## src/rtl/pll_regs_consts.svh

```systemverilog
// offsets, field positions, reset values for the pll control bank
`ifndef PLL_REGS_CONSTS_SVH
`define PLL_REGS_CONSTS_SVH

// register indices; byte address is four times the index
`define IDX_PLL_POWERDOWN 12'h791
`define IDX_PLL_CAL_DIV_RESET 12'h792
`define IDX_PLL_REF_PREDIV 12'h793
`define IDX_PLL_CP_CURRENT 12'h794
`define IDX_PLL_CP_CAL 12'h795
`define IDX_PLL_OPT_A 12'h796
`define IDX_PLL_OPT_B 12'h797
`define IDX_PLL_STATUS 12'h7B5

// field positions
`define POS_CAL_RESET 1
`define POS_DIV_HOLD 0
`define POS_PLL_LOCK 0

// reset values
`define RST_POWERDOWN 2'h0
`define RST_CAL_RESET 1'h1
`define RST_DIV_HOLD 1'h0
`define RST_PREDIV 2'h0
`define RST_CP_CURRENT 8'h04
`define RST_CP_CAL 8'h08
`define RST_OPT_A 8'hD2
`define RST_OPT_B 8'h20

// charge pump current step and base, microamps
`define CP_STEP_UA 13'h0064
`define CP_BASE_UA 13'h0064

`endif

```

## src/rtl/pll_regs_pkg.sv

```systemverilog
// types shared by the pll control bank
package pll_regs_pkg;

  // control levels driven to the analog pll
  typedef struct packed {
    logic [1:0] pll_powerdown;
    logic vco_cal_reset;
    logic vco_divider_hold;
    logic adc_clk_drv_en;
    logic [1:0] ref_prediv_code;
    logic [2:0] ref_prediv_ratio;
    logic [5:0] charge_pump_current_code;
    logic [12:0] charge_pump_current_ua;
    logic [3:0] charge_pump_calibration_field;
    logic [3:0] pll_optimization_nibble;
    logic [5:0] pll_optimization_field;
  } pll_ctrl_t;

  // apb request as seen by the slave
  typedef struct packed {
    logic psel;
    logic penable;
    logic pwrite;
    logic [15:0] paddr;
    logic [31:0] pwdata;
    logic [3:0] pstrb;
  } apb_req_t;

  // apb answer
  typedef struct packed {
    logic pready;
    logic pslverr;
    logic [31:0] prdata;
  } apb_rsp_t;

endpackage

```

## src/rtl/pll_ctrl_regs.sv

```systemverilog
// apb register bank steering the converter's clock-multiplying pll
//
// The APB slave port is this design's own decision.
`timescale 1ns/1ps
`default_nettype none
`include "pll_regs_consts.svh"

module pll_ctrl_regs
(
  // clock and reset
  input wire logic I_REF_CLK,
  input wire logic I_RST_N,
  // apb slave
  input wire pll_regs_pkg::apb_req_t I_APB,
  output pll_regs_pkg::apb_rsp_t O_APB,
  // analog pll side
  input wire logic I_PLL_LOCK,
  output pll_regs_pkg::pll_ctrl_t O_PLL_CTRL
);
  import pll_regs_pkg::*;

  // register state
  logic [1:0] powerdown_r, powerdown_nxt;
  logic cal_reset_r, cal_reset_nxt;
  logic div_hold_r, div_hold_nxt;
  logic [1:0] prediv_r, prediv_nxt;
  logic [7:0] cp_current_r, cp_current_nxt;
  logic [7:0] cp_cal_r, cp_cal_nxt;
  logic [7:0] opt_a_r, opt_a_nxt;
  logic [7:0] opt_b_r, opt_b_nxt;
  logic [2:0] ratio_r, ratio_nxt;
  logic [12:0] cp_ua_r, cp_ua_nxt;
  logic [31:0] prdata_r, prdata_nxt;
  logic lock_s1_r, lock_s2_r, lock_s3_r;
  logic lock_r, lock_nxt;

  // decoded bus state
  logic hit;
  logic setup_phase;
  logic do_write;
  logic [11:0] idx;

  // address decode: aligned word, index is the word number
  function automatic logic addr_mapped(input logic [15:0] a);
    logic [11:0] w;
    w = a[13:2];
    addr_mapped = (a[1:0] == 2'h0) && (a[15:14] == 2'h0) &&
                  ((w >= `IDX_PLL_POWERDOWN && w <= `IDX_PLL_OPT_B) ||
                   w == `IDX_PLL_STATUS);
  endfunction

  // n minus one coding of the predivider
  function automatic logic [2:0] prediv_ratio(input logic [1:0] code);
    prediv_ratio = {1'b0, code} + 3'h1;
  endfunction

  // charge pump current in microamps
  function automatic logic [12:0] cp_current_ua(input logic [5:0] code);
    logic [18:0] prod;
    prod = 19'(code) * 19'(`CP_STEP_UA);
    cp_current_ua = 13'(prod) + `CP_BASE_UA;
  endfunction

  assign idx = I_APB.paddr[13:2];
  assign hit = addr_mapped(I_APB.paddr);
  assign setup_phase = I_APB.psel && !I_APB.penable;
  // writes land at the access edge, only the low byte lane carries data
  assign do_write = I_APB.psel && I_APB.penable && I_APB.pwrite &&
                    hit && I_APB.pstrb[0];

  // next values of the writable registers
  always_comb
  begin
    powerdown_nxt = powerdown_r;
    cal_reset_nxt = cal_reset_r;
    div_hold_nxt = div_hold_r;
    prediv_nxt = prediv_r;
    cp_current_nxt = cp_current_r;
    cp_cal_nxt = cp_cal_r;
    opt_a_nxt = opt_a_r;
    opt_b_nxt = opt_b_r;
    if (do_write)
    begin
      unique case (idx)
        `IDX_PLL_POWERDOWN: powerdown_nxt = I_APB.pwdata[1:0];
        `IDX_PLL_CAL_DIV_RESET:
        begin
          cal_reset_nxt = I_APB.pwdata[`POS_CAL_RESET];
          div_hold_nxt = I_APB.pwdata[`POS_DIV_HOLD];
        end
        `IDX_PLL_REF_PREDIV: prediv_nxt = I_APB.pwdata[1:0];
        `IDX_PLL_CP_CURRENT: cp_current_nxt = I_APB.pwdata[7:0];
        `IDX_PLL_CP_CAL: cp_cal_nxt = I_APB.pwdata[7:0];
        `IDX_PLL_OPT_A: opt_a_nxt = I_APB.pwdata[7:0];
        `IDX_PLL_OPT_B: opt_b_nxt = I_APB.pwdata[7:0];
        default: ; // status is read only
      endcase
    end
    // derived analog codes are flopped so outputs come from registers
    ratio_nxt = prediv_ratio(prediv_nxt);
    cp_ua_nxt = cp_current_ua(cp_current_nxt[5:0]);
  end

  // register file, synchronous reset
  always_ff @(posedge I_REF_CLK)
  begin
    if (!I_RST_N)
    begin
      powerdown_r <= `RST_POWERDOWN;
      cal_reset_r <= `RST_CAL_RESET;
      div_hold_r <= `RST_DIV_HOLD;
      prediv_r <= `RST_PREDIV;
      cp_current_r <= `RST_CP_CURRENT;
      cp_cal_r <= `RST_CP_CAL;
      opt_a_r <= `RST_OPT_A;
      opt_b_r <= `RST_OPT_B;
      ratio_r <= 3'h1;
      cp_ua_r <= 13'h01F4;
    end
    else
    begin
      powerdown_r <= powerdown_nxt;
      cal_reset_r <= cal_reset_nxt;
      div_hold_r <= div_hold_nxt;
      prediv_r <= prediv_nxt;
      cp_current_r <= cp_current_nxt;
      cp_cal_r <= cp_cal_nxt;
      opt_a_r <= opt_a_nxt;
      opt_b_r <= opt_b_nxt;
      ratio_r <= ratio_nxt;
      cp_ua_r <= cp_ua_nxt;
    end
  end

  // lock arrives from the analog domain; accept it once stages 2 and 3 agree
  always_comb
  begin
    lock_nxt = lock_r;
    if (lock_s2_r == lock_s3_r)
    begin
      lock_nxt = lock_s3_r;
    end
  end

  // lock synchroniser, first stage feeds only the second
  always_ff @(posedge I_REF_CLK)
  begin
    if (!I_RST_N)
    begin
      lock_s1_r <= 1'h0;
      lock_s2_r <= 1'h0;
      lock_s3_r <= 1'h0;
      lock_r <= 1'h0;
    end
    else
    begin
      lock_s1_r <= I_PLL_LOCK;
      lock_s2_r <= lock_s1_r;
      lock_s3_r <= lock_s2_r;
      lock_r <= lock_nxt;
    end
  end

  // read data is captured in the setup cycle so prdata is a flop
  always_comb
  begin
    prdata_nxt = prdata_r;
    if (setup_phase)
    begin
      prdata_nxt = 32'h0000_0000;
      if (hit && !I_APB.pwrite)
      begin
        unique case (idx)
          `IDX_PLL_POWERDOWN: prdata_nxt[1:0] = powerdown_r;
          `IDX_PLL_CAL_DIV_RESET:
          begin
            prdata_nxt[`POS_CAL_RESET] = cal_reset_r;
            prdata_nxt[`POS_DIV_HOLD] = div_hold_r;
          end
          `IDX_PLL_REF_PREDIV: prdata_nxt[1:0] = prediv_r;
          `IDX_PLL_CP_CURRENT: prdata_nxt[7:0] = cp_current_r;
          `IDX_PLL_CP_CAL: prdata_nxt[7:0] = cp_cal_r;
          `IDX_PLL_OPT_A: prdata_nxt[7:0] = opt_a_r;
          `IDX_PLL_OPT_B: prdata_nxt[7:0] = opt_b_r;
          `IDX_PLL_STATUS: prdata_nxt[`POS_PLL_LOCK] = lock_r;
          default: prdata_nxt = 32'h0000_0000;
        endcase
      end
    end
  end

  // read data register
  always_ff @(posedge I_REF_CLK)
  begin
    if (!I_RST_N)
    begin
      prdata_r <= 32'h0000_0000;
    end
    else
    begin
      prdata_r <= prdata_nxt;
    end
  end

  // zero wait states; unmapped or misaligned addresses answer with slverr
  always_comb
  begin
    O_APB.pready = I_APB.psel && I_APB.penable;
    O_APB.pslverr = I_APB.psel && I_APB.penable && !hit;
    O_APB.prdata = prdata_r;
  end

  // analog controls straight from the register bits
  always_comb
  begin
    O_PLL_CTRL.pll_powerdown = powerdown_r;
    O_PLL_CTRL.vco_cal_reset = cal_reset_r;
    O_PLL_CTRL.vco_divider_hold = div_hold_r;
    // holding the divider also shuts the adc clock driver in and out
    O_PLL_CTRL.adc_clk_drv_en = !div_hold_r;
    O_PLL_CTRL.ref_prediv_code = prediv_r;
    O_PLL_CTRL.ref_prediv_ratio = ratio_r;
    O_PLL_CTRL.charge_pump_current_code = cp_current_r[5:0];
    O_PLL_CTRL.charge_pump_current_ua = cp_ua_r;
    O_PLL_CTRL.charge_pump_calibration_field = cp_cal_r[3:0];
    O_PLL_CTRL.pll_optimization_nibble = opt_a_r[7:4];
    O_PLL_CTRL.pll_optimization_field = opt_b_r[5:0];
  end

endmodule
`default_nettype wire

```

## config.mk

```make
export PLATFORM = sky130hd
export DESIGN_NAME = pll_ctrl_regs
export DESIGN_NICKNAME = d
export VERILOG_FILES = /design/src/rtl/pll_regs_pkg.sv /design/src/rtl/pll_ctrl_regs.sv
export VERILOG_INCLUDE_DIRS = /design/src /design/src/rtl
export SDC_FILE = /design/constraint.sdc
export NUM_CORES = 1
export LEC_CHECK = 0
export BUFFER_PORTS_ARGS = -buffer_cell sky130_fd_sc_hd__buf_4
export CAP_MARGIN = 40
export CORE_MARGIN = 5
export CORE_UTILIZATION = 35
export DETAILED_ROUTE_END_ITERATION = 8
export GPL_TIMING_DRIVEN = 0
export PLACE_DENSITY = 0.64
export SYNTH_ARGS = -nofsm -noshare
export SYNTH_HDL_FRONTEND = slang
export SYNTH_SLANG_ARGS = --single-unit
export TNS_END_PERCENT = 30
```

## constraint.sdc

```tcl
create_clock -name I_REF_CLK -period 4.5 [get_ports I_REF_CLK]
set_input_delay 0.225 -clock I_REF_CLK [delete_from_list [all_inputs] [get_ports I_REF_CLK]]
set_output_delay 0.225 -clock I_REF_CLK [all_outputs]
set_load 0.03 [all_outputs]
```

== Word level (Yosys, flattened, before mapping) ==
Cells that the tools add are included.
W data, S select, Z words.

* Register bits: 90
* Output and inout bits: 77

* Add/sub/neg operators: 2
* Multiply operators: 1
* Mux-type cells: 8
* Equality and inequality tests: 9
* Magnitude comparators: 2
* Reductions and logical operators: 23

{| class="wikitable"
|+ Operator list
! kind !! number
|-
| $eq A12 B11 Y1 const B || 8
|-
| $pmux W6 S4 || 1
|-
| $add A13 B7 Y13 const B || 1
|-
| $ge A12 B11 Y1 const B || 1
|-
| $le A12 B11 Y1 const B || 1
|-
| $mux W6 || 2
|-
| $reduce_and A2 Y1 || 6
|-
| $mul A6 B5 Y11 const B || 1
|-
| $logic_and A1 B1 Y1 || 10
|-
| $mux W8 || 1
|-
| $pmux W1 S8 || 1
|-
| $pmux W1 S7 || 1
|-
| $logic_not A1 Y1 || 4
|-
| $logic_not A2 Y1 || 2
|-
| $mux W2 || 2
|-
| $add A2 B1 Y3 const B || 1
|-
| $eq A1 B1 Y1 || 1
|-
| $logic_or A1 B1 Y1 || 1
|}

== Logic depth before layout (Yosys ltp) ==
Gate-level depths: netlist of the first run.

* Depth in word-level cells: 9
* Depth in mapped cells: 18

== Least setup slack after synthesis of the first run ==
No wires, ideal clock.

* Path kind: in2reg
* Start point: in I_APB[44] in the netlist's numbering
* End point: reg cp_ua_r[12]
* Cell stages on the path: 16
* Path buffers: 1
* Required time: 4.430 ns
* Path slack: 0.414 ns
* Data arrival time: 4.015 ns
* Cell sequence: and4bb_2 and4_1 clkbuf_1 nand2_1 mux2i_1 inv_1 ha_1 ha_1 ha_1 inv_1 fa_1 xor2_1 nor4_1 nand4_1 or3_1 a21oi_1

* Longest elaborated chain between the ends: 9
* Elaborated cells between the ends (all ways): 13

{| class="wikitable"
|+ Ends and longest elaborated chain
! what !! line !! RTL
|-
| start: declaration || pll_ctrl_regs.sv:14 || <nowiki>input wire pll_regs_pkg::apb_req_t I_APB,</nowiki>
|-
| $ge A12 B11 Y1 (no source line) / $le A12 B11 Y1 (equally long branches) || - ||
|-
| $logic_and A1 B1 Y1 (no source line) || - ||
|-
| $logic_or A1 B1 Y1 (no source line) || - ||
|-
| $logic_and A1 B1 Y1 || pll_ctrl_regs.sv:47 || <nowiki>addr_mapped = (a[1:0] == 2'h0) && (a[15:14] == 2'h0) &&</nowiki>
|-
| $logic_and A1 B1 Y1 || pll_ctrl_regs.sv:68 || <nowiki>assign do_write = I_APB.psel && I_APB.penable && I_APB.pwrite &&</nowiki>
|-
| $logic_and A1 B1 Y1 || pll_ctrl_regs.sv:69 || <nowiki>hit && I_APB.pstrb[0];</nowiki>
|-
| $mux W6 (*) || pll_ctrl_regs.sv:82 || <nowiki>if (do_write)</nowiki>
|-
| named net cp_current_nxt[2] || pll_ctrl_regs.sv:27 || <nowiki>logic [7:0] cp_current_r, cp_current_nxt;</nowiki>
|-
| $mul A6 B5 Y11 (*) || pll_ctrl_regs.sv:60 || <nowiki>prod = 19'(code) * 19'(`CP_STEP_UA);</nowiki>
|-
| $add A13 B7 Y13 (no source line) (*) || - ||
|-
| end signal: assignment || pll_ctrl_regs.sv:131 || <nowiki>cp_ua_r <= cp_ua_nxt;</nowiki>
|-
| end: declaration || pll_ctrl_regs.sv:32 || <nowiki>logic [12:0] cp_ua_r, cp_ua_nxt;</nowiki>
|}

The timed path passes the listed nets; every way through them passes the cells marked *.
A chain may end at the register's enable or synchronous reset.

== Worst setup path after layout of the first run ==
* Start point: in I_APB[51] in the netlist's numbering
* End point: reg cp_ua_r[12]

* Longest elaborated chain between the ends: 8

{| class="wikitable"
|+ Ends and longest elaborated chain
! what !! line
|-
| $logic_not A2 Y1 || pll_ctrl_regs.sv:47
|-
| $logic_and A1 B1 Y1 (2 in series) || pll_ctrl_regs.sv:47
|-
| $logic_and A1 B1 Y1 || pll_ctrl_regs.sv:68
|-
| $logic_and A1 B1 Y1 || pll_ctrl_regs.sv:69
|-
| $mux W6 || pll_ctrl_regs.sv:82
|-
| named net cp_current_nxt[2] || pll_ctrl_regs.sv:27
|-
| $mul A6 B5 Y11 || pll_ctrl_regs.sv:60
|-
| $add A13 B7 Y13 (no source line) || -
|}

The timed path passes the listed nets, and every way through them passes these cells.

==> results.tsv, run 1 <==
metric	value	unit
Post-DRT Antenna Nets	0	
sequential element share of the synthesized area	0.342	
Ports	135	
final setup vio count	0	
FF-to-FF End	cp_ua_r[12]	
Antenna Cells	0	
kind of critical path	in2reg	
most frequent CP cell	ha_1	
number of synthesized flops with an enable pin	0	
CTS root buf	clkbuf_8	
grt met3 use	0.0419	
WL per Instance	14.6	um
die area	12900	um2
core area	10400	um2
# rows	37	
Clock Skew	8.16	ps
outcome	finished, final reports clean	
# DRC	0	
Overall Global Routing Usage	0.155	
clk slew on worst S/H paths	80	ps
Synth Register Bits	64	
worst endpoint required time	4780	ps
Detailed Place HPWL	7670	um
Post-synth top cells	dfxtp_1, buf_4, mux2i_1	
grt ovf	0	
Top Usage Layer GRT	met2	
Die Width	113	um
total wire length	9800	um
pwr dens	243	nW/um2
met1 usage	0.195	
Synth Flop Type	dfxtp_1	
worst-margin pin slew	997	ps
max_cap viols	0	
FMAX	0.238	GHz
Worst Setup SP	I_APB[51]	
Lkg Pwr	0.00217	uW
Iter 0 DRT Violations	117	
Hold Crit Endpoint	lock_s1_r	
largest net degree at the start of global routing	12	
area grow syn2layout	28.2	%
first-pass GRT wire length	16200	um
worst-path cell chain	buf_4 -> or4_4 -> nor2_1 -> nand2_2 -> mux2i_1 -> inv_1 -> ha_1 -> ha_1 -> ha_1 -> inv_1 -> fa_1 -> xor2_1 -> nor4_2 -> nand4_1 -> or3_1 -> a21oi_1	
fin nets	612	
layout cell share with drive strength beyond 1	0.299	
RSZ-0062 raised after global routing	false	
CP max stage cell	or4_4	
Die Height	113	um
Syn. warnings	0	
worst rel slew slack	0.336	
Max rail drop VDD	0.000172	V
# hold bufs at CTS	0	
Async SR Flop Fraction	0	
H-Tree Depth	3	
RePlAce Congestion	0.850	
First-pass DRT Iterations	4	
hold path cells	2	
Clock Latency Late Sink	350	ps
Sink Count	64	
Min-Delay Path Class	in2reg	
dpl cells	656	
most common cell in the synthesized netlist	dfxtp_1	
Syn Inst Count	415	
Netlist cell types	57	
Total Power	1170	uW
Final Hold Slack	90.8	ps
CTS buffer count	9	
synthesized area	3740	um2
initial antenna violation count	0	
fraction of the cycle the final worst path needs	0.932	
final non-filler cell total	671	
via count	3221	
WP data arrival	4470	ps
syn_area_per_cell	9.02	um2
largest area contributor in the netlist	dfxtp_1	
Max FO, Critical Path	7	
vias in the first global route	3326	
starting density of the core	0.361	
Synth area leaders	dfxtp_1, mux2i_1, buf_4	
share of the synthesized area in the top cell type	0.342	
Util after Layout	0.463	
CTS tree	yes	
crit path launch type	primary input	
final hold vios	0	
Critical Path Max Stage Delay	540	ps
Tmin final	4200	ps
reg-to-reg critical path startpoint	cp_current_r[2]	
FILL cells	1035	
GRT met2 Usage	0.256	
# port buffers	79	
Pins Over Slew Limit	0	
Worst R2R Setup Slack	1030	ps
Max Root-Sink Buffers	2	
via/cell ratio	4.80	
FF-to-FF path depth	12	
kind of end point of the critical path	register	
worst hold start	I_PLL_LOCK	
-- worst max-delay path: cells and delay by family --
family	cells	cell delay (ps)
AND/OR/NAND/NOR	6	1960
adder cells (fa/ha/maj)	4	1360
buffers and inverters	3	300
multiplexers	1	300
XOR/XNOR	1	200
AO/OA/AOI/OAI	1	140
-- layout by cell type, fill, tap and decap left out, drive strengths merged, types with 3 or more instances in the layout --
| cell type | count |
|---|---|
| a21oi | 9 |
| a221oi | 5 |
| a311oi | 3 |
| a32o | 3 |
| and2 | 11 |
| and3 | 4 |
| buf | 131 |
| clkbuf | 17 |
| clkinv | 3 |
| conb | 26 |
| dfxtp | 64 |
| ha | 23 |
| inv | 16 |
| mux2 | 4 |
| mux2i | 41 |
| nand2 | 33 |
| nand2b | 5 |
| nand3 | 11 |
| nand4 | 3 |
| nor2 | 34 |
| nor2b | 5 |
| nor3 | 11 |
| nor4 | 5 |
| o211ai | 4 |
| o21a | 4 |
| o21ai | 19 |
| or3 | 6 |
| xor2 | 4 |
-- power by group --
group	switching, uW	internal [uW]
sequential	0.378	567
combinational	70.6	43.9
clock	231	253
total	302	864
-- worst max path at each step --
stage             endpoint  slack (ps)  cells past startpoint
2_1_floorplan  cp_ua_r[12]         410                     16
4_1_cts        cp_ua_r[12]          90                     17
3_5_place_dp   cp_ua_r[12]        -480                     17
6_report       cp_ua_r[12]         300                     16
3_3_place_gp   cp_ua_r[12]        -400                     17
5_1_grt        cp_ua_r[12]          50                     16
-- repair_timing --
action / 4_1_cts / 5_1_grt
gates cloned: 0 / 0
pin swaps: 0 / 0
buffers inserted: 0 / 0
endpoints found under the setup margin: 1 / 3
gates resized for setup: 2 / 1
-- cells by family after synthesis --
kind of cell,after synthesis,synth area share
and+or+nand+nor,141,0.203
DFF,64,0.342
muxes,46,0.128
AOI/OAI and AO/OA,59,0.107
xor gates and xnor gates,5,0.0117
adders and majority gates,24,0.0822
buffers and inverters,75,0.126
other,1,0.00100
-- registers in the layout (all words and copies together), names as in the netlist --
register      cells
div_hold_r        1
prediv_r          2
ratio_r           3
lock_r            1
cp_cal_r          8
lock_s3_r         1
cp_current_r      8
powerdown_r       2
prdata_r          8
cal_reset_r       1
opt_b_r           8
cp_ua_r          11
lock_s2_r         1
opt_a_r           8
lock_s1_r         1
-- area by class of cell --
class                      instances  area [um2]  area share
clock inverter                     6        60.1      0.0125
buffer                            58         407      0.0847
tap                              136         170      0.0354
sequential                        64        1280       0.267
clock buffer                      10         128      0.0266
multi-input combinational        301        2100       0.436
inverter                          16        60.1      0.0125
timing repair buffer              80         601       0.125
-- stage by stage --
stage          TNS [ps]  setup slack, ps  instance area (um2)
4_1_cts               0             93.0                 4800
3_5_place_dp      -1030             -479                 4610
6_report              0              304                 4800
2_1_floorplan         0              414                 3840
5_1_grt               0             50.5                 4800
3_3_place_gp       -782             -396                 4600
-- per-layer routing --
layer,part of all wire,wire length [um]
met5,0,0
met4,0.014,136
met3,0.072,706
met2,0.46,4550
met1,0.45,4410
Note: power is estimated with default switching activity, not from simulation.
==> run 2, diff against run 1 <==
- clock period: 4.5 -> 4 ns (I/O delays scaled with it)
==> results.tsv, run 2 (same netlist as run 1, synthesis figures left out) <==
metric	value	unit
FF-to-FF End	cp_ua_r[12]	
CP endpoint	cp_ua_r[12]	
# DRC	0	
largest net degree at the start of global routing	13	
Min-Delay Path Class	in2reg	
kind of end point of the critical path	register	
most frequent CP cell	ha_1	
Pins Over Slew Limit	0	
Worst path top cell family by delay	simple AND/OR/NAND/NOR gates	
area grow syn2layout	31.0	%
Finished Cell Area	4910	um2
CP max stage cell	or4_4	
# rows	37	
vias in the first global route	3358	
CP bufs+invs	2	
Sink Count	64	
final non-filler cell total	674	
worst rel slew slack	0.367	
FF+latch area	1280	um2
worst-margin pin slew	950	ps
Biggest register	cp_ua_r	
FILL cells	1047	
worst hold start	I_PLL_LOCK	
Worst Setup SP	I_APB[51]	
Die Width	113	um
# port buffers	79	
Worst path depth	16	
Tmin final	3840	ps
Antenna Cells	0	
WL per Instance	14.7	um
Max Root-Sink Buffers	2	
Critical Path Max Stage Delay	560	ps
Clock Latency Late Sink	350	ps
WP data arrival	4110	ps
max_cap viols	0	
FMAX	0.261	GHz
reg-to-reg critical path startpoint	cp_current_r[0]	
most frequent cells in the layout	buf_4, dfxtp_1, mux2i_1	
Post-DP Area	4620	um2
grt ovf	0	
CTS buffer count	9	
outcome	finished, final reports clean	
final setup vio count	0	
RePlAce Congestion	0.863	
final hold vios	0	
CTS tree	yes	
Detailed Place HPWL	7590	um
Post-DRT Antenna Nets	0	
# hold bufs at CTS	0	
FF-to-FF path depth	13	
commonest non-fill, non-tap cell in the layout	buf_4	
first-pass GRT wire length	16200	um
H-Tree Depth	3	
Ports	135	
dpl cells	656	
clk slew on worst S/H paths	70	ps
kind of critical path	in2reg	
CTS root buf	clkbuf_8	
Lkg Pwr	0.00220	uW
core area	10400	um2
Overall Global Routing Usage	0.156	
die area	12900	um2
via/cell ratio	4.88	
initial antenna violation count	0	
Max FO, Critical Path	6	
layout cell share with drive strength beyond 1	0.323	
crit path launch type	primary input	
starting density of the core	0.361	
Iter 0 DRT Violations	194	
RSZ-0062 raised after global routing	false	
worst endpoint required time	4280	ps
fraction of the cycle the final worst path needs	0.959	
Clock Skew	5.39	ps
Die Height	113	um
First-pass DRT Iterations	4	
total wire length	9920	um
area of the multi-input gates	2170	um2
Worst R2R Setup Slack	600	ps
Max rail drop VDD	0.000167	V
Largest register FFs	11	
via count	3292	
pwr dens	270	nW/um2
fin nets	615	
worst-path cell chain	buf_4 -> or4_4 -> nor2_4 -> nand2_4 -> mux2_4 -> ha_1 -> ha_1 -> ha_1 -> inv_1 -> fa_2 -> nor2b_1 -> o21a_1 -> or3_1 -> nand4_1 -> or3_4 -> a21oi_2	
-- run 2: changes by cell type in the layout (fill, tap and decap cells not counted), sizes merged --
cell,previous run,this run
buf,131,134
clkbuf,17,16
clkinv,3,2
clkinvlp,2,3
inv,16,17
-- run 2: per-stage QoR --
step	utilization	total power [uW]	hold WS (ps)	TNS (ps)	worst slack, ps
2_1_floorplan	-	737	327	0	11.0
3_3_place_gp	0.444	779	415	-2020	-683
3_5_place_dp	0.445	781	417	-2220	-722
4_1_cts	0.465	1340	48.4	0	28.5
5_1_grt	0.473	1380	57.5	0	6.67
6_report	0.473	1330	65.1	0	165
-- run 2: layout make-up --
| type | instances | share of cell area |
|---|---|---|
| clock buffer | 9 | 0.0252 |
| buffer | 58 | 0.0829 |
| clock inverter | 7 | 0.0145 |
| sequential | 64 | 0.261 |
| inverter | 16 | 0.0122 |
| timing repair buffer | 83 | 0.127 |
| tap | 136 | 0.0347 |
| multi-input combinational | 301 | 0.442 |
-- run 2: metal layers --
layer	vias to the layer above	track usage	wire (um)
li1	1630	-	-
met2	108	0.265	4750
met5	-	0	0
met1	1543	0.190	4280
met3	11	0.0440	774
met4	0	0.0513	111
-- run 2: power by group --
group | leakage [uW] | switching, uW | internal (uW)
sequential | 0.000516 | 0.387 | 638
combinational | 0.00159 | 80.7 | 49.5
clock | 0.0000916 | 270 | 287
total | 0.00220 | 351 | 974
-- run 2: timing repair --
item                                   4_1_cts  5_1_grt
pin swaps                                    0        4
gates resized for setup                      5       13
setup endpoints to repair                    3        3
buffers inserted                             0        3
endpoints found under the hold margin        0        0
-- run 2: how the worst min path moves through the flow --
stage,to,depth (start not counted)
6_report,lock_s1_r,2
4_1_cts,lock_s1_r,2
3_3_place_gp,lock_s2_r,1
5_1_grt,lock_s1_r,2
2_1_floorplan,lock_s1_r,1
3_5_place_dp,lock_s1_r,2
